==> src/rtl/lrdp_pkg.sv <==
package lrdp_pkg;

  localparam int BYTE_W = 8;
  localparam int MAC_W  = 24;
  localparam int PFX_W  = 5;
  localparam int SYN_W  = 5;
  localparam int CNT_W  = 4;
  localparam int IDX_W  = 3;

  // Descriptor type tags; the real values are assigned outside this block
  localparam logic [7:0] TAG_LOGON_RESP_DEF = 8'h01;
  localparam logic [7:0] TAG_DHCP_OPT_DEF   = 8'h02;

  // Body byte indices where each section ends
  localparam logic [IDX_W-1:0] LR_HDR_LAST   = 3'h7;
  localparam logic [IDX_W-1:0] LR_ENT_LAST   = 3'h4;
  localparam logic [IDX_W-1:0] LR_TAIL_LAST  = 3'h2;
  localparam logic [IDX_W-1:0] DHCP_HDR_LAST = 3'h3;

  // Logon response header, entry and tail byte indices, then option header byte indices
  localparam logic [IDX_W-1:0] LR_IX_FLAGS   = 3'h0;
  localparam logic [IDX_W-1:0] LR_IX_GROUP   = 3'h1;
  localparam logic [IDX_W-1:0] LR_IX_SESS_HI = 3'h2;
  localparam logic [IDX_W-1:0] LR_IX_SESS_LO = 3'h3;
  localparam logic [IDX_W-1:0] LR_IX_BASE_2  = 3'h4;
  localparam logic [IDX_W-1:0] LR_IX_BASE_1  = 3'h5;
  localparam logic [IDX_W-1:0] LR_IX_BASE_0  = 3'h6;
  localparam logic [IDX_W-1:0] LR_IX_MAC_1   = 3'h2;
  localparam logic [IDX_W-1:0] LR_IX_MAC_2   = 3'h3;
  localparam logic [IDX_W-1:0] LR_IX_SVN_HI  = 3'h0;
  localparam logic [IDX_W-1:0] LR_IX_SVN_LO  = 3'h1;
  localparam logic [IDX_W-1:0] DH_IX_IF_1    = 3'h1;
  localparam logic [IDX_W-1:0] DH_IX_IF_0    = 3'h2;

  // Bit positions inside the flag byte, the last header byte and entry bytes
  localparam int KEEP_BIT   = 6;
  localparam int PCM_HI     = 5;
  localparam int PCM_LO     = 4;
  localparam int STAT_HI    = 3;
  localparam int NIB_HI     = 7;
  localparam int NIB_LO     = 4;
  localparam int METHOD_BIT = 6;
  localparam int IPVER_BIT  = 5;

  localparam logic [1:0] PCM_CONST_POWER = 2'h0;
  localparam logic [1:0] PCM_AUTONOMOUS  = 2'h1;
  localparam logic [1:0] PCM_CONST_PSD   = 2'h2;
  localparam logic [1:0] PCM_RESERVED    = 2'h3;

  localparam logic [MAC_W-1:0] IFACE_ALL = 24'hff_ffff;
  localparam logic [7:0] DHCP_HDR_LEN    = 8'h04;

  localparam logic [7:0] OPT_DNS      = 8'h06;
  localparam logic [7:0] OPT_HOSTNAME = 8'h0c;
  localparam logic [7:0] OPT_MTU      = 8'h1a;
  localparam logic [7:0] OPT_VENDOR   = 8'h2b;
  localparam logic [7:0] OPT_LIST     = 8'h37;
  localparam logic [7:0] OPT_RSV_LO   = 8'h80;
  localparam logic [7:0] OPT_RSV_HI   = 8'h96;

  // Output record: {is_option, last, opt_byte, prefix, mac, vnet, table, ipver, synth}
  localparam int REC_W = 2 + BYTE_W + PFX_W + 2 * MAC_W + 2 + SYN_W;
  localparam int BUF_DEPTH = 2;

  typedef enum logic [2:0] {
    S_TAG, S_LEN, S_LR_HDR, S_LR_ENT, S_LR_TAIL, S_DHCP_HDR, S_DHCP_DATA, S_SKIP
  } lrdp_state_t;

endpackage

==> src/rtl/lrdp_fifo.sv <==
`timescale 1ns/1ns
module lrdp_fifo #(
  parameter int W     = 8,
  parameter int DEPTH = 2
) (
  input  wire logic         ref_clk_in,
  input  wire logic         arst_n_in,
  input  wire logic         ce_in,
  input  wire logic         in_valid_in,
  input  wire logic [W-1:0] in_data_in,
  output logic              in_ready_out,
  output logic              out_valid_out,
  output logic [W-1:0]      out_data_out,
  input  wire logic         out_ready_in
);
  localparam int AW = (DEPTH > 1) ? $clog2(DEPTH) : 1;
  localparam logic [AW:0]   FULL_CNT = (AW + 1)'(DEPTH);
  localparam logic [AW-1:0] LAST_PTR = AW'(DEPTH - 1);

  logic [W-1:0]  mem_r [DEPTH];
  logic [AW-1:0] wr_ptr_r;
  logic [AW-1:0] rd_ptr_r;
  logic [AW:0]   count_r;
  logic          push;
  logic          pop;

  assign in_ready_out  = count_r != FULL_CNT;
  assign out_valid_out = count_r != '0;
  assign out_data_out  = mem_r[rd_ptr_r];
  assign push = ce_in && in_valid_in && in_ready_out;
  assign pop  = ce_in && out_valid_out && out_ready_in;

  always_ff @(posedge ref_clk_in) begin
    if (push) begin
      mem_r[wr_ptr_r] <= in_data_in;
    end
  end

  always_ff @(posedge ref_clk_in or negedge arst_n_in) begin
    if (!arst_n_in) begin
      wr_ptr_r <= '0;
      rd_ptr_r <= '0;
      count_r  <= '0;
    end else begin
      if (push) begin
        wr_ptr_r <= (wr_ptr_r == LAST_PTR) ? '0 : wr_ptr_r + 1'b1;
      end
      if (pop) begin
        rd_ptr_r <= (rd_ptr_r == LAST_PTR) ? '0 : rd_ptr_r + 1'b1;
      end
      if (push && !pop) begin
        count_r <= count_r + 1'b1;
      end else if (pop && !push) begin
        count_r <= count_r - 1'b1;
      end
    end
  end
endmodule

==> src/rtl/lrdp_vnet_extract.sv <==
`timescale 1ns/1ns
module lrdp_vnet_extract #(
  parameter int MAC_W = 24,
  parameter int PFX_W = 5
) (
  input  wire logic [MAC_W-1:0] mac_in,
  input  wire logic [PFX_W-1:0] prefix_in,
  output logic      [MAC_W-1:0] vnet_out
);
  localparam logic [PFX_W:0] MAC_WIDTH = (PFX_W + 1)'(MAC_W);

  logic [PFX_W:0]   pfx_c;
  logic [PFX_W:0]   shamt;
  logic [MAC_W-1:0] shifted;

  // A prefix wider than the address takes the whole address
  assign pfx_c   = ({1'b0, prefix_in} > MAC_WIDTH) ? MAC_WIDTH : {1'b0, prefix_in};
  assign shamt   = MAC_WIDTH - pfx_c;
  assign shifted = mac_in >> shamt;

  for (genvar i = 0; i < MAC_W; i++) begin : g_mask
    assign vnet_out[i] = shifted[i] && ((PFX_W + 1)'(i) < pfx_c);
  end
endmodule

==> src/rtl/lrdp_parser.sv <==
`timescale 1ns/1ns
module lrdp_parser #(
  parameter logic [7:0] TAG_LOGON_RESP = lrdp_pkg::TAG_LOGON_RESP_DEF,
  parameter logic [7:0] TAG_DHCP_OPT   = lrdp_pkg::TAG_DHCP_OPT_DEF
) (
  input  wire logic                       ref_clk_in,
  input  wire logic                       arst_n_in,
  input  wire logic                       ce_in,
  input  wire logic                       msg_bcast_in,
  input  wire logic                       byte_valid_in,
  input  wire logic [lrdp_pkg::BYTE_W-1:0] byte_data_in,
  output logic                            byte_ready_out,
  output logic                            keep_ids_out,
  output logic                            discard_ids_out,
  output logic [1:0]                      pcm_out,
  output logic                            pcm_const_power_out,
  output logic                            pcm_autonomous_out,
  output logic                            pcm_const_psd_out,
  output logic [lrdp_pkg::CNT_W-1:0]      access_state_out,
  output logic [7:0]                      assigned_group_out,
  output logic [15:0]                     assigned_session_out,
  output logic [lrdp_pkg::MAC_W-1:0]      base_alloc_ident_out,
  output logic [lrdp_pkg::CNT_W-1:0]      alloc_ident_count_out,
  output logic [lrdp_pkg::CNT_W-1:0]      mac_count_out,
  output logic [15:0]                     default_vnet_out,
  output logic                            logon_done_out,
  output logic [lrdp_pkg::MAC_W-1:0]      dhcp_iface_out,
  output logic                            dhcp_iface_all_out,
  output logic [7:0]                      dhcp_code_out,
  output logic [7:0]                      dhcp_opt_len_out,
  output logic                            dhcp_code_known_out,
  output logic                            dhcp_code_reserved_out,
  output logic                            dhcp_hdr_out,
  output logic                            rec_valid_out,
  input  wire logic                       rec_ready_in,
  output logic                            rec_is_option_out,
  output logic                            rec_last_out,
  output logic [lrdp_pkg::BYTE_W-1:0]     opt_byte_out,
  output logic [lrdp_pkg::PFX_W-1:0]      ent_prefix_out,
  output logic [lrdp_pkg::MAC_W-1:0]      ent_mac_out,
  output logic [lrdp_pkg::MAC_W-1:0]      ent_vnet_out,
  output logic                            ent_table_map_out,
  output logic                            ent_ipver_present_out,
  output logic [lrdp_pkg::SYN_W-1:0]      ent_synth_size_out,
  output logic                            error_out
);
  lrdp_pkg::lrdp_state_t state_r;
  lrdp_pkg::lrdp_state_t state_nxt;

  logic [7:0]                    tag_r;
  logic [7:0]                    len_r;
  logic [7:0]                    rem_r;
  logic [lrdp_pkg::IDX_W-1:0]    idx_r;
  logic [lrdp_pkg::CNT_W-1:0]    ents_left_r;
  logic [lrdp_pkg::PFX_W-1:0]    ent_prefix_r;
  logic [lrdp_pkg::MAC_W-1:0]    ent_mac_r;
  logic [lrdp_pkg::MAC_W-1:0]    vnet;
  logic [lrdp_pkg::REC_W-1:0]    rec_in;
  logic [lrdp_pkg::REC_W-1:0]    rec_out;
  logic                          buf_ready;
  logic                          take;
  logic                          last;
  logic                          push;
  logic                          err_nxt;
  logic                          lr_end;
  logic                          table_map;

  // Known codes depend on which message kind carries the option
  function automatic logic code_known(input logic [7:0] code, input logic bcast);
    code_known = (code == lrdp_pkg::OPT_DNS) || (code == lrdp_pkg::OPT_MTU) ||
                 (code == lrdp_pkg::OPT_VENDOR) ||
                 (!bcast && code == lrdp_pkg::OPT_HOSTNAME) ||
                 (bcast && code == lrdp_pkg::OPT_LIST);
  endfunction

  // Stall the whole stream while the record buffer is full; simple, never drops a record
  assign byte_ready_out = ce_in && buf_ready;
  assign take = byte_valid_in && byte_ready_out;
  assign last = rem_r == 8'h01;
  assign table_map = byte_data_in[lrdp_pkg::METHOD_BIT];
  assign push = take && ((state_r == lrdp_pkg::S_LR_ENT && idx_r == lrdp_pkg::LR_ENT_LAST) ||
                         state_r == lrdp_pkg::S_DHCP_DATA);

  always_comb begin
    state_nxt = state_r;
    err_nxt   = 1'b0;
    lr_end    = 1'b0;
    if (take) begin
      unique case (state_r)
        lrdp_pkg::S_TAG: begin
          state_nxt = lrdp_pkg::S_LEN;
        end
        lrdp_pkg::S_LEN: begin
          if (byte_data_in == 8'h00) begin
            state_nxt = lrdp_pkg::S_TAG;
            err_nxt   = (tag_r == TAG_LOGON_RESP) || (tag_r == TAG_DHCP_OPT);
          end else if (tag_r == TAG_LOGON_RESP) begin
            state_nxt = lrdp_pkg::S_LR_HDR;
          end else if (tag_r == TAG_DHCP_OPT) begin
            state_nxt = lrdp_pkg::S_DHCP_HDR;
          end else begin
            state_nxt = lrdp_pkg::S_SKIP;
          end
        end
        lrdp_pkg::S_LR_HDR: begin
          err_nxt = idx_r == lrdp_pkg::LR_IX_FLAGS &&
                    byte_data_in[lrdp_pkg::PCM_HI:lrdp_pkg::PCM_LO] ==
                    lrdp_pkg::PCM_RESERVED;
          if (last) begin
            state_nxt = lrdp_pkg::S_TAG;
            err_nxt   = 1'b1;
          end else if (idx_r == lrdp_pkg::LR_HDR_LAST) begin
            state_nxt = (byte_data_in[lrdp_pkg::STAT_HI:0] == '0) ?
                        lrdp_pkg::S_LR_TAIL : lrdp_pkg::S_LR_ENT;
          end
        end
        lrdp_pkg::S_LR_ENT: begin
          if (last) begin
            state_nxt = lrdp_pkg::S_TAG;
            err_nxt   = 1'b1;
          end else if (idx_r == lrdp_pkg::LR_ENT_LAST && ents_left_r == 4'h1) begin
            state_nxt = lrdp_pkg::S_LR_TAIL;
          end
        end
        lrdp_pkg::S_LR_TAIL: begin
          if (idx_r == lrdp_pkg::LR_TAIL_LAST) begin
            lr_end    = 1'b1;
            state_nxt = last ? lrdp_pkg::S_TAG : lrdp_pkg::S_SKIP;
            err_nxt   = !last;
          end else if (last) begin
            state_nxt = lrdp_pkg::S_TAG;
            err_nxt   = 1'b1;
          end
        end
        lrdp_pkg::S_DHCP_HDR: begin
          if (idx_r == lrdp_pkg::DHCP_HDR_LAST) begin
            state_nxt = last ? lrdp_pkg::S_TAG : lrdp_pkg::S_DHCP_DATA;
          end else if (last) begin
            state_nxt = lrdp_pkg::S_TAG;
            err_nxt   = 1'b1;
          end
        end
        lrdp_pkg::S_DHCP_DATA, lrdp_pkg::S_SKIP: begin
          if (last) begin
            state_nxt = lrdp_pkg::S_TAG;
          end
        end
      endcase
    end
  end

  always_ff @(posedge ref_clk_in or negedge arst_n_in) begin
    if (!arst_n_in) begin
      state_r <= lrdp_pkg::S_TAG;
      tag_r   <= '0;
      len_r   <= '0;
      rem_r   <= '0;
      idx_r   <= '0;
    end else if (take) begin
      state_r <= state_nxt;
      if (state_r == lrdp_pkg::S_TAG) begin
        tag_r <= byte_data_in;
      end
      if (state_r == lrdp_pkg::S_LEN) begin
        len_r <= byte_data_in;
        rem_r <= byte_data_in;
      end else if (state_r != lrdp_pkg::S_TAG) begin
        rem_r <= rem_r - 8'h01;
      end
      if (state_nxt != state_r ||
          (state_r == lrdp_pkg::S_LR_ENT && idx_r == lrdp_pkg::LR_ENT_LAST)) begin
        idx_r <= '0;
      end else begin
        idx_r <= idx_r + 1'b1;
      end
    end
  end

  // Logon response header and tail fields
  always_ff @(posedge ref_clk_in or negedge arst_n_in) begin
    if (!arst_n_in) begin
      keep_ids_out          <= 1'b0;
      pcm_out               <= lrdp_pkg::PCM_CONST_POWER;
      access_state_out      <= '0;
      assigned_group_out    <= '0;
      assigned_session_out  <= '0;
      base_alloc_ident_out  <= '0;
      alloc_ident_count_out <= '0;
      mac_count_out         <= '0;
      default_vnet_out      <= '0;
    end else if (take && state_r == lrdp_pkg::S_LR_HDR) begin
      unique case (idx_r)
        lrdp_pkg::LR_IX_FLAGS: begin
          keep_ids_out     <= byte_data_in[lrdp_pkg::KEEP_BIT];
          pcm_out          <= byte_data_in[lrdp_pkg::PCM_HI:lrdp_pkg::PCM_LO];
          access_state_out <= byte_data_in[lrdp_pkg::STAT_HI:0];
        end
        lrdp_pkg::LR_IX_GROUP:   assigned_group_out <= byte_data_in;
        lrdp_pkg::LR_IX_SESS_HI: assigned_session_out[15:8] <= byte_data_in;
        lrdp_pkg::LR_IX_SESS_LO: assigned_session_out[7:0] <= byte_data_in;
        lrdp_pkg::LR_IX_BASE_2:  base_alloc_ident_out[23:16] <= byte_data_in;
        lrdp_pkg::LR_IX_BASE_1:  base_alloc_ident_out[15:8] <= byte_data_in;
        lrdp_pkg::LR_IX_BASE_0:  base_alloc_ident_out[7:0] <= byte_data_in;
        lrdp_pkg::LR_HDR_LAST: begin
          alloc_ident_count_out <= byte_data_in[lrdp_pkg::NIB_HI:lrdp_pkg::NIB_LO];
          mac_count_out         <= byte_data_in[lrdp_pkg::STAT_HI:0];
        end
      endcase
    end else if (take && state_r == lrdp_pkg::S_LR_TAIL) begin
      if (idx_r == lrdp_pkg::LR_IX_SVN_HI) begin
        default_vnet_out[15:8] <= byte_data_in;
      end else if (idx_r == lrdp_pkg::LR_IX_SVN_LO) begin
        default_vnet_out[7:0] <= byte_data_in;
      end
    end
  end

  assign discard_ids_out     = !keep_ids_out;
  assign pcm_const_power_out = pcm_out == lrdp_pkg::PCM_CONST_POWER;
  assign pcm_autonomous_out  = pcm_out == lrdp_pkg::PCM_AUTONOMOUS;
  assign pcm_const_psd_out   = pcm_out == lrdp_pkg::PCM_CONST_PSD;

  // Address entry collection
  always_ff @(posedge ref_clk_in or negedge arst_n_in) begin
    if (!arst_n_in) begin
      ents_left_r  <= '0;
      ent_prefix_r <= '0;
      ent_mac_r    <= '0;
    end else if (take) begin
      if (state_r == lrdp_pkg::S_LR_HDR && idx_r == lrdp_pkg::LR_HDR_LAST) begin
        ents_left_r <= byte_data_in[lrdp_pkg::STAT_HI:0];
      end
      if (state_r == lrdp_pkg::S_LR_ENT) begin
        unique case (idx_r)
          3'h0: ent_prefix_r <= byte_data_in[lrdp_pkg::PFX_W-1:0];
          3'h1: ent_mac_r[23:16] <= byte_data_in;
          lrdp_pkg::LR_IX_MAC_1: ent_mac_r[15:8] <= byte_data_in;
          lrdp_pkg::LR_IX_MAC_2: ent_mac_r[7:0] <= byte_data_in;
          default: ents_left_r <= ents_left_r - 1'b1;
        endcase
      end
    end
  end

  lrdp_vnet_extract #(
    .MAC_W (lrdp_pkg::MAC_W),
    .PFX_W (lrdp_pkg::PFX_W)
  ) u_vnet (
    .mac_in    (ent_mac_r),
    .prefix_in (ent_prefix_r),
    .vnet_out  (vnet)
  );

  // Under table mapping the version and synthesis fields are forced to zero
  assign rec_in = {state_r == lrdp_pkg::S_DHCP_DATA,
                   last,
                   byte_data_in,
                   ent_prefix_r,
                   ent_mac_r,
                   vnet,
                   table_map,
                   !table_map && byte_data_in[lrdp_pkg::IPVER_BIT],
                   table_map ? 5'h00 : byte_data_in[lrdp_pkg::SYN_W-1:0]};

  lrdp_fifo #(
    .W     (lrdp_pkg::REC_W),
    .DEPTH (lrdp_pkg::BUF_DEPTH)
  ) u_buf (
    .ref_clk_in    (ref_clk_in),
    .arst_n_in     (arst_n_in),
    .ce_in         (ce_in),
    .in_valid_in   (push),
    .in_data_in    (rec_in),
    .in_ready_out  (buf_ready),
    .out_valid_out (rec_valid_out),
    .out_data_out  (rec_out),
    .out_ready_in  (rec_ready_in)
  );

  assign {rec_is_option_out, rec_last_out, opt_byte_out, ent_prefix_out, ent_mac_out,
          ent_vnet_out, ent_table_map_out, ent_ipver_present_out, ent_synth_size_out} = rec_out;

  // Option descriptor header
  always_ff @(posedge ref_clk_in or negedge arst_n_in) begin
    if (!arst_n_in) begin
      dhcp_iface_out         <= '0;
      dhcp_iface_all_out     <= 1'b0;
      dhcp_code_out          <= '0;
      dhcp_opt_len_out       <= '0;
      dhcp_code_known_out    <= 1'b0;
      dhcp_code_reserved_out <= 1'b0;
    end else if (take && state_r == lrdp_pkg::S_DHCP_HDR) begin
      unique case (idx_r)
        3'h0:                 dhcp_iface_out[23:16] <= byte_data_in;
        lrdp_pkg::DH_IX_IF_1: dhcp_iface_out[15:8] <= byte_data_in;
        lrdp_pkg::DH_IX_IF_0: begin
          dhcp_iface_out[7:0] <= byte_data_in;
          dhcp_iface_all_out  <= {dhcp_iface_out[23:8], byte_data_in} ==
                                 lrdp_pkg::IFACE_ALL;
        end
        default: begin
          dhcp_code_out          <= byte_data_in;
          dhcp_opt_len_out       <= len_r - lrdp_pkg::DHCP_HDR_LEN;
          dhcp_code_known_out    <= code_known(byte_data_in, msg_bcast_in);
          dhcp_code_reserved_out <= byte_data_in >= lrdp_pkg::OPT_RSV_LO &&
                                    byte_data_in <= lrdp_pkg::OPT_RSV_HI;
        end
      endcase
    end
  end

  // Event pulses
  always_ff @(posedge ref_clk_in or negedge arst_n_in) begin
    if (!arst_n_in) begin
      logon_done_out <= 1'b0;
      dhcp_hdr_out   <= 1'b0;
      error_out      <= 1'b0;
    end else if (ce_in) begin
      logon_done_out <= lr_end && last;
      dhcp_hdr_out   <= take && state_r == lrdp_pkg::S_DHCP_HDR &&
                        idx_r == lrdp_pkg::DHCP_HDR_LAST;
      error_out      <= err_nxt;
    end
  end
endmodule

==> config.mk <==
export PLATFORM = sky130hd
export DESIGN_NAME = lrdp_parser
export DESIGN_NICKNAME = d
export VERILOG_FILES = /design/src/rtl/lrdp_pkg.sv /design/src/rtl/lrdp_fifo.sv /design/src/rtl/lrdp_vnet_extract.sv /design/src/rtl/lrdp_parser.sv
export SDC_FILE = /design/constraint.sdc
export NUM_CORES = 1
export LEC_CHECK = 0
export ABC_AREA = 1
export BUFFER_PORTS_ARGS = -buffer_cell sky130_fd_sc_hd__buf_2
export CORE_ASPECT_RATIO = 1.1
export CORE_MARGIN = 3
export CORE_UTILIZATION = 40
export DETAILED_ROUTE_END_ITERATION = 6
export MAX_ROUTING_LAYER = met4
export PLACE_DENSITY = 0.58
export SYNTH_ARGS = -nofsm -noshare
export SYNTH_HDL_FRONTEND = slang
export SYNTH_SLANG_ARGS = --single-unit
==> constraint.sdc <==
create_clock -name ref_clk_in -period 12.95 [get_ports ref_clk_in]
set_input_delay 1.9425 -clock ref_clk_in [delete_from_list [all_inputs] [get_ports ref_clk_in]]
set_output_delay 1.9425 -clock ref_clk_in [all_outputs]
set_load 0.02 [all_outputs]
==> impl_metrics.env <==
export IMPL_status="completed"
export IMPL_pwr_share_clk_pct=23.1
export IMPL_maxSlewViolCount=0
export IMPL_synth_top_cells_by_area="dfrtp_1, edfxtp_1, nand2_1"
export IMPL_worstSetupStartpoint="ce_in"
export IMPL_numClockSinks=330
export IMPL_p_int_w=0.00239
export IMPL_yosysSeqAreaShare_pct=60.5
export IMPL_cts_root_buf="clkbuf_16"
export IMPL_swShare_pct=42.4
export IMPL_end_kind="output pin"
export IMPL_synth_top_cell_area_share_pct=32.5
export IMPL_worstHoldPathType="flip-flop to flip-flop"
export IMPL_vias=11268
export IMPL_critical_path_class="input pin to output pin"
export IMPL_switchingPower_w=0.00176
export IMPL_start_util_pct=40.7
export IMPL_slew_headroom_pct=24.2
export IMPL_ant_nets=0
export IMPL_dp_hpwl_mm=26.7
export IMPL_clock_path_buffers=3
export IMPL_grt_pass1_vias=10692
export IMPL_rsz0062_at_grt="false"
export IMPL_critPathRequiredTime_ns=11.01
export IMPL_num_rows=73
export IMPL_cts_resized=0
export IMPL_p_leak_nw=8.02
export IMPL_pin_count=215
export IMPL_cts_buffers=34
export IMPL_synth_nets=1598
export IMPL_fin_ws_ns=8.58
export IMPL_die_area_um2=39300
export IMPL_synth_largest_area_cell="dfrtp_1"
export IMPL_fin_skew_ns=0.0198
export IMPL_fp_coreArea_um2=36400
export IMPL_pwr_share_comb_pct=40.3
export IMPL_syn_area_um2=14800
export IMPL_synth_distinct_cells=56
export IMPL_cts_hold_buffers_added=0
export IMPL_pre_cts_ws_ns=8.58
export IMPL_seqPwrFrac_pct=36.5
export IMPL_power_w=0.00414
export IMPL_cp_arrival_ns=2.43
export IMPL_fin_nets=1774
export IMPL_die_y_um=208
export IMPL_grt_use_met2_pct=34.0
export IMPL_drc=0
export IMPL_clk_pin_slew_ns=0.06
export IMPL_firstDrtPassIters=5
export IMPL_gp_congestion=0.874
export IMPL_wire_per_inst_um=17.7
export IMPL_setup_viol=0
export IMPL_die_x_um=189
export IMPL_vias_per_cell=4.99
export IMPL_fin_tns_setup_ns=0
export IMPL_yosys_warnings=0
export IMPL_antenna_found_initial=0
export IMPL_peakVddDrop_mv=0.130
export IMPL_grt_util_met1_pct=27.0
export IMPL_busiest_layer="met2"
export IMPL_powerDensity_nw_per_um2=241
export IMPL_final_hold_violation_count=0
export IMPL_layout_drive_gt1_share_pct=19.1
export IMPL_portBuffers=214
export IMPL_final_area_um2=17200
export IMPL_htree_levels=2
export IMPL_ff2ff_setup_slack_ns=9.08
export IMPL_avgSynthCellArea_um2=9.43
export IMPL_grt_first_pass_wirelength_mm=62.9
export IMPL_first_iter_violations=891
export IMPL_max_freq_mhz=229
export IMPL_period_share_pct=33.8
export IMPL_gr_total_overflow=0
export IMPL_syn_to_final_growth_pct=16.3
export IMPL_cts_tree="built"
export IMPL_syn_inst=1570
export IMPL_ys_ff_latch=330
export IMPL_worstHoldStart="len_r[2]"
export IMPL_min_period_ns=4.37
export IMPL_worstPathMaxFanout=4
export IMPL_postPlaceCellArea_um2=16100
export IMPL_worst_slew_pin_slew_ns=1.14
export IMPL_critPathLaunchType="input pin"
export IMPL_cap_violations=0
export IMPL_grt_usage_pct=20.7
export IMPL_reg2reg_from="ent_prefix_r[3]"
export IMPL_totalWireLength_mm=40.0
export IMPL_grt_max_degree=79
export IMPL_use_met3_pct=3.63
export IMPL_insertion_delay_ns=0.51
export IMPL_post_cts_buffers=0
-- cell families (layout without fill, tap and decap cells) --
group	Yosys count	in the layout	share of synthesized area, %
and+or+nand+nor	713	713	19.8
buffers and inverters	192	393	5.96
DFF	330	330	60.5
other	0	1	0
xor gates and xnor gates	8	8	0.474
adders and majority gates	14	14	1.18
muxes	3	3	0.287
AOI/OAI and AO/OA	310	310	11.8
-- final cells by class --
cell class | instances | area, µm²
diodes | 1 | 2.50
clock buffers | 43 | 946
clock inverters | 18 | 140
fillers | 3510 | 19100
inverters | 106 | 405
multi-input cells | 1048 | 4980
flip-flops and latches | 330 | 8950
well taps | 487 | 609
repair buffers | 226 | 1170
-- power groups by stage --
stage	clock network (W)	logic, W	registers (W)
after global placement	0	0.00168	0.00152
after detailed placement	0	0.00169	0.00153
after floorplan	0	0.00112	0.00159
after CTS	0.000978	0.00169	0.00151
after global routing	0.00102	0.00187	0.00154
final	0.000958	0.00167	0.00151
-- synthesized netlist by cell type, drive strengths merged --
library cell	number
nand2	561
o21ai	252
dfrtp	192
edfxtp	138
inv	105
nor2	73
buf	46
nand3	46
clkbuf	40
a21oi	25
nor3	15
ha	14
nand4	10
o211ai	10
a211oi	5
a22oi	5
xor2	5
mux2i	3
nor4	3
o22ai	3
or2	3
xnor2	3
a31oi	2
a32o	2
and2	2
o21a	2
o41ai	2
a21boi	1
clkinv	1
o311ai	1
-- through the flow --
| step | hold WS [ns] | std cells | utilization, % |
|---|---|---|---|
| after floorplan | 0.437 | 1570 | - |
| after global placement | 0.457 | 2197 | 44.3 |
| after detailed placement | 0.457 | 2197 | 44.3 |
| after CTS | 0.465 | 2258 | 47.3 |
| after global routing | 0.485 | 2258 | 47.3 |
| final | 0.474 | 2259 | 47.3 |
-- final timing paths --
kind                                                 to  cells past startpoint
max in group asynchronous             dhcp_iface_out[3]                      3
worst max-delay path                     byte_ready_out                      4
worst max register to register        u_buf.mem_r[1][7]                     12
worst min-delay path                dhcp_opt_len_out[2]                      1
min in group asynchronous       base_alloc_ident_out[7]                      1
worst min register to register      dhcp_opt_len_out[2]                      1
-- worst max-delay path, cell delays in order --
cell	delay [ns]
buf_2	0.09
inv_1	0.09
a21oi_4	0.13
buf_2	0.18
-- cell usage in the layout, fill, tap and decap left out, types with 4 or more instances in the layout --
cell type | Yosys | layout
nand2_2 | 4 | 4
clkinv_2 | 0 | 6
inv_1 | 92 | 92
nor2_2 | 7 | 7
buf_2 | 26 | 213
clkbuf_8 | 0 | 5
a22oi_1 | 5 | 5
a21oi_1 | 21 | 21
nand3_1 | 42 | 42
xor2_1 | 5 | 5
nor3_1 | 14 | 14
o21ai_2 | 15 | 15
edfxtp_1 | 138 | 138
o21ai_0 | 200 | 200
nand2_1 | 554 | 554
dfrtp_1 | 192 | 191
o21ai_1 | 36 | 36
nand4_1 | 10 | 10
inv_2 | 10 | 10
clkbuf_16 | 0 | 35
clkbuf_1 | 40 | 4
o211ai_1 | 10 | 10
ha_1 | 14 | 14
nor2_1 | 64 | 62
buf_4 | 7 | 12
clkinv_1 | 1 | 8
-- per-layer routing --
layer  wire length (µm)  up-vias
met5                  0        -
met4                756        0
met3               2050       57
met2              19700      280
met1              17500     5404
li1                   -     5527
-- sequential cells by signal, indices dropped and copies added (netlist names), 16 cells and up --
register / flops
ent_mac_r: 24
u_buf.mem_r: 138
dhcp_iface_out: 24
base_alloc_ident_out: 24
default_vnet_out: 16
assigned_session_out: 16
(Power assumes the default switching activity.)
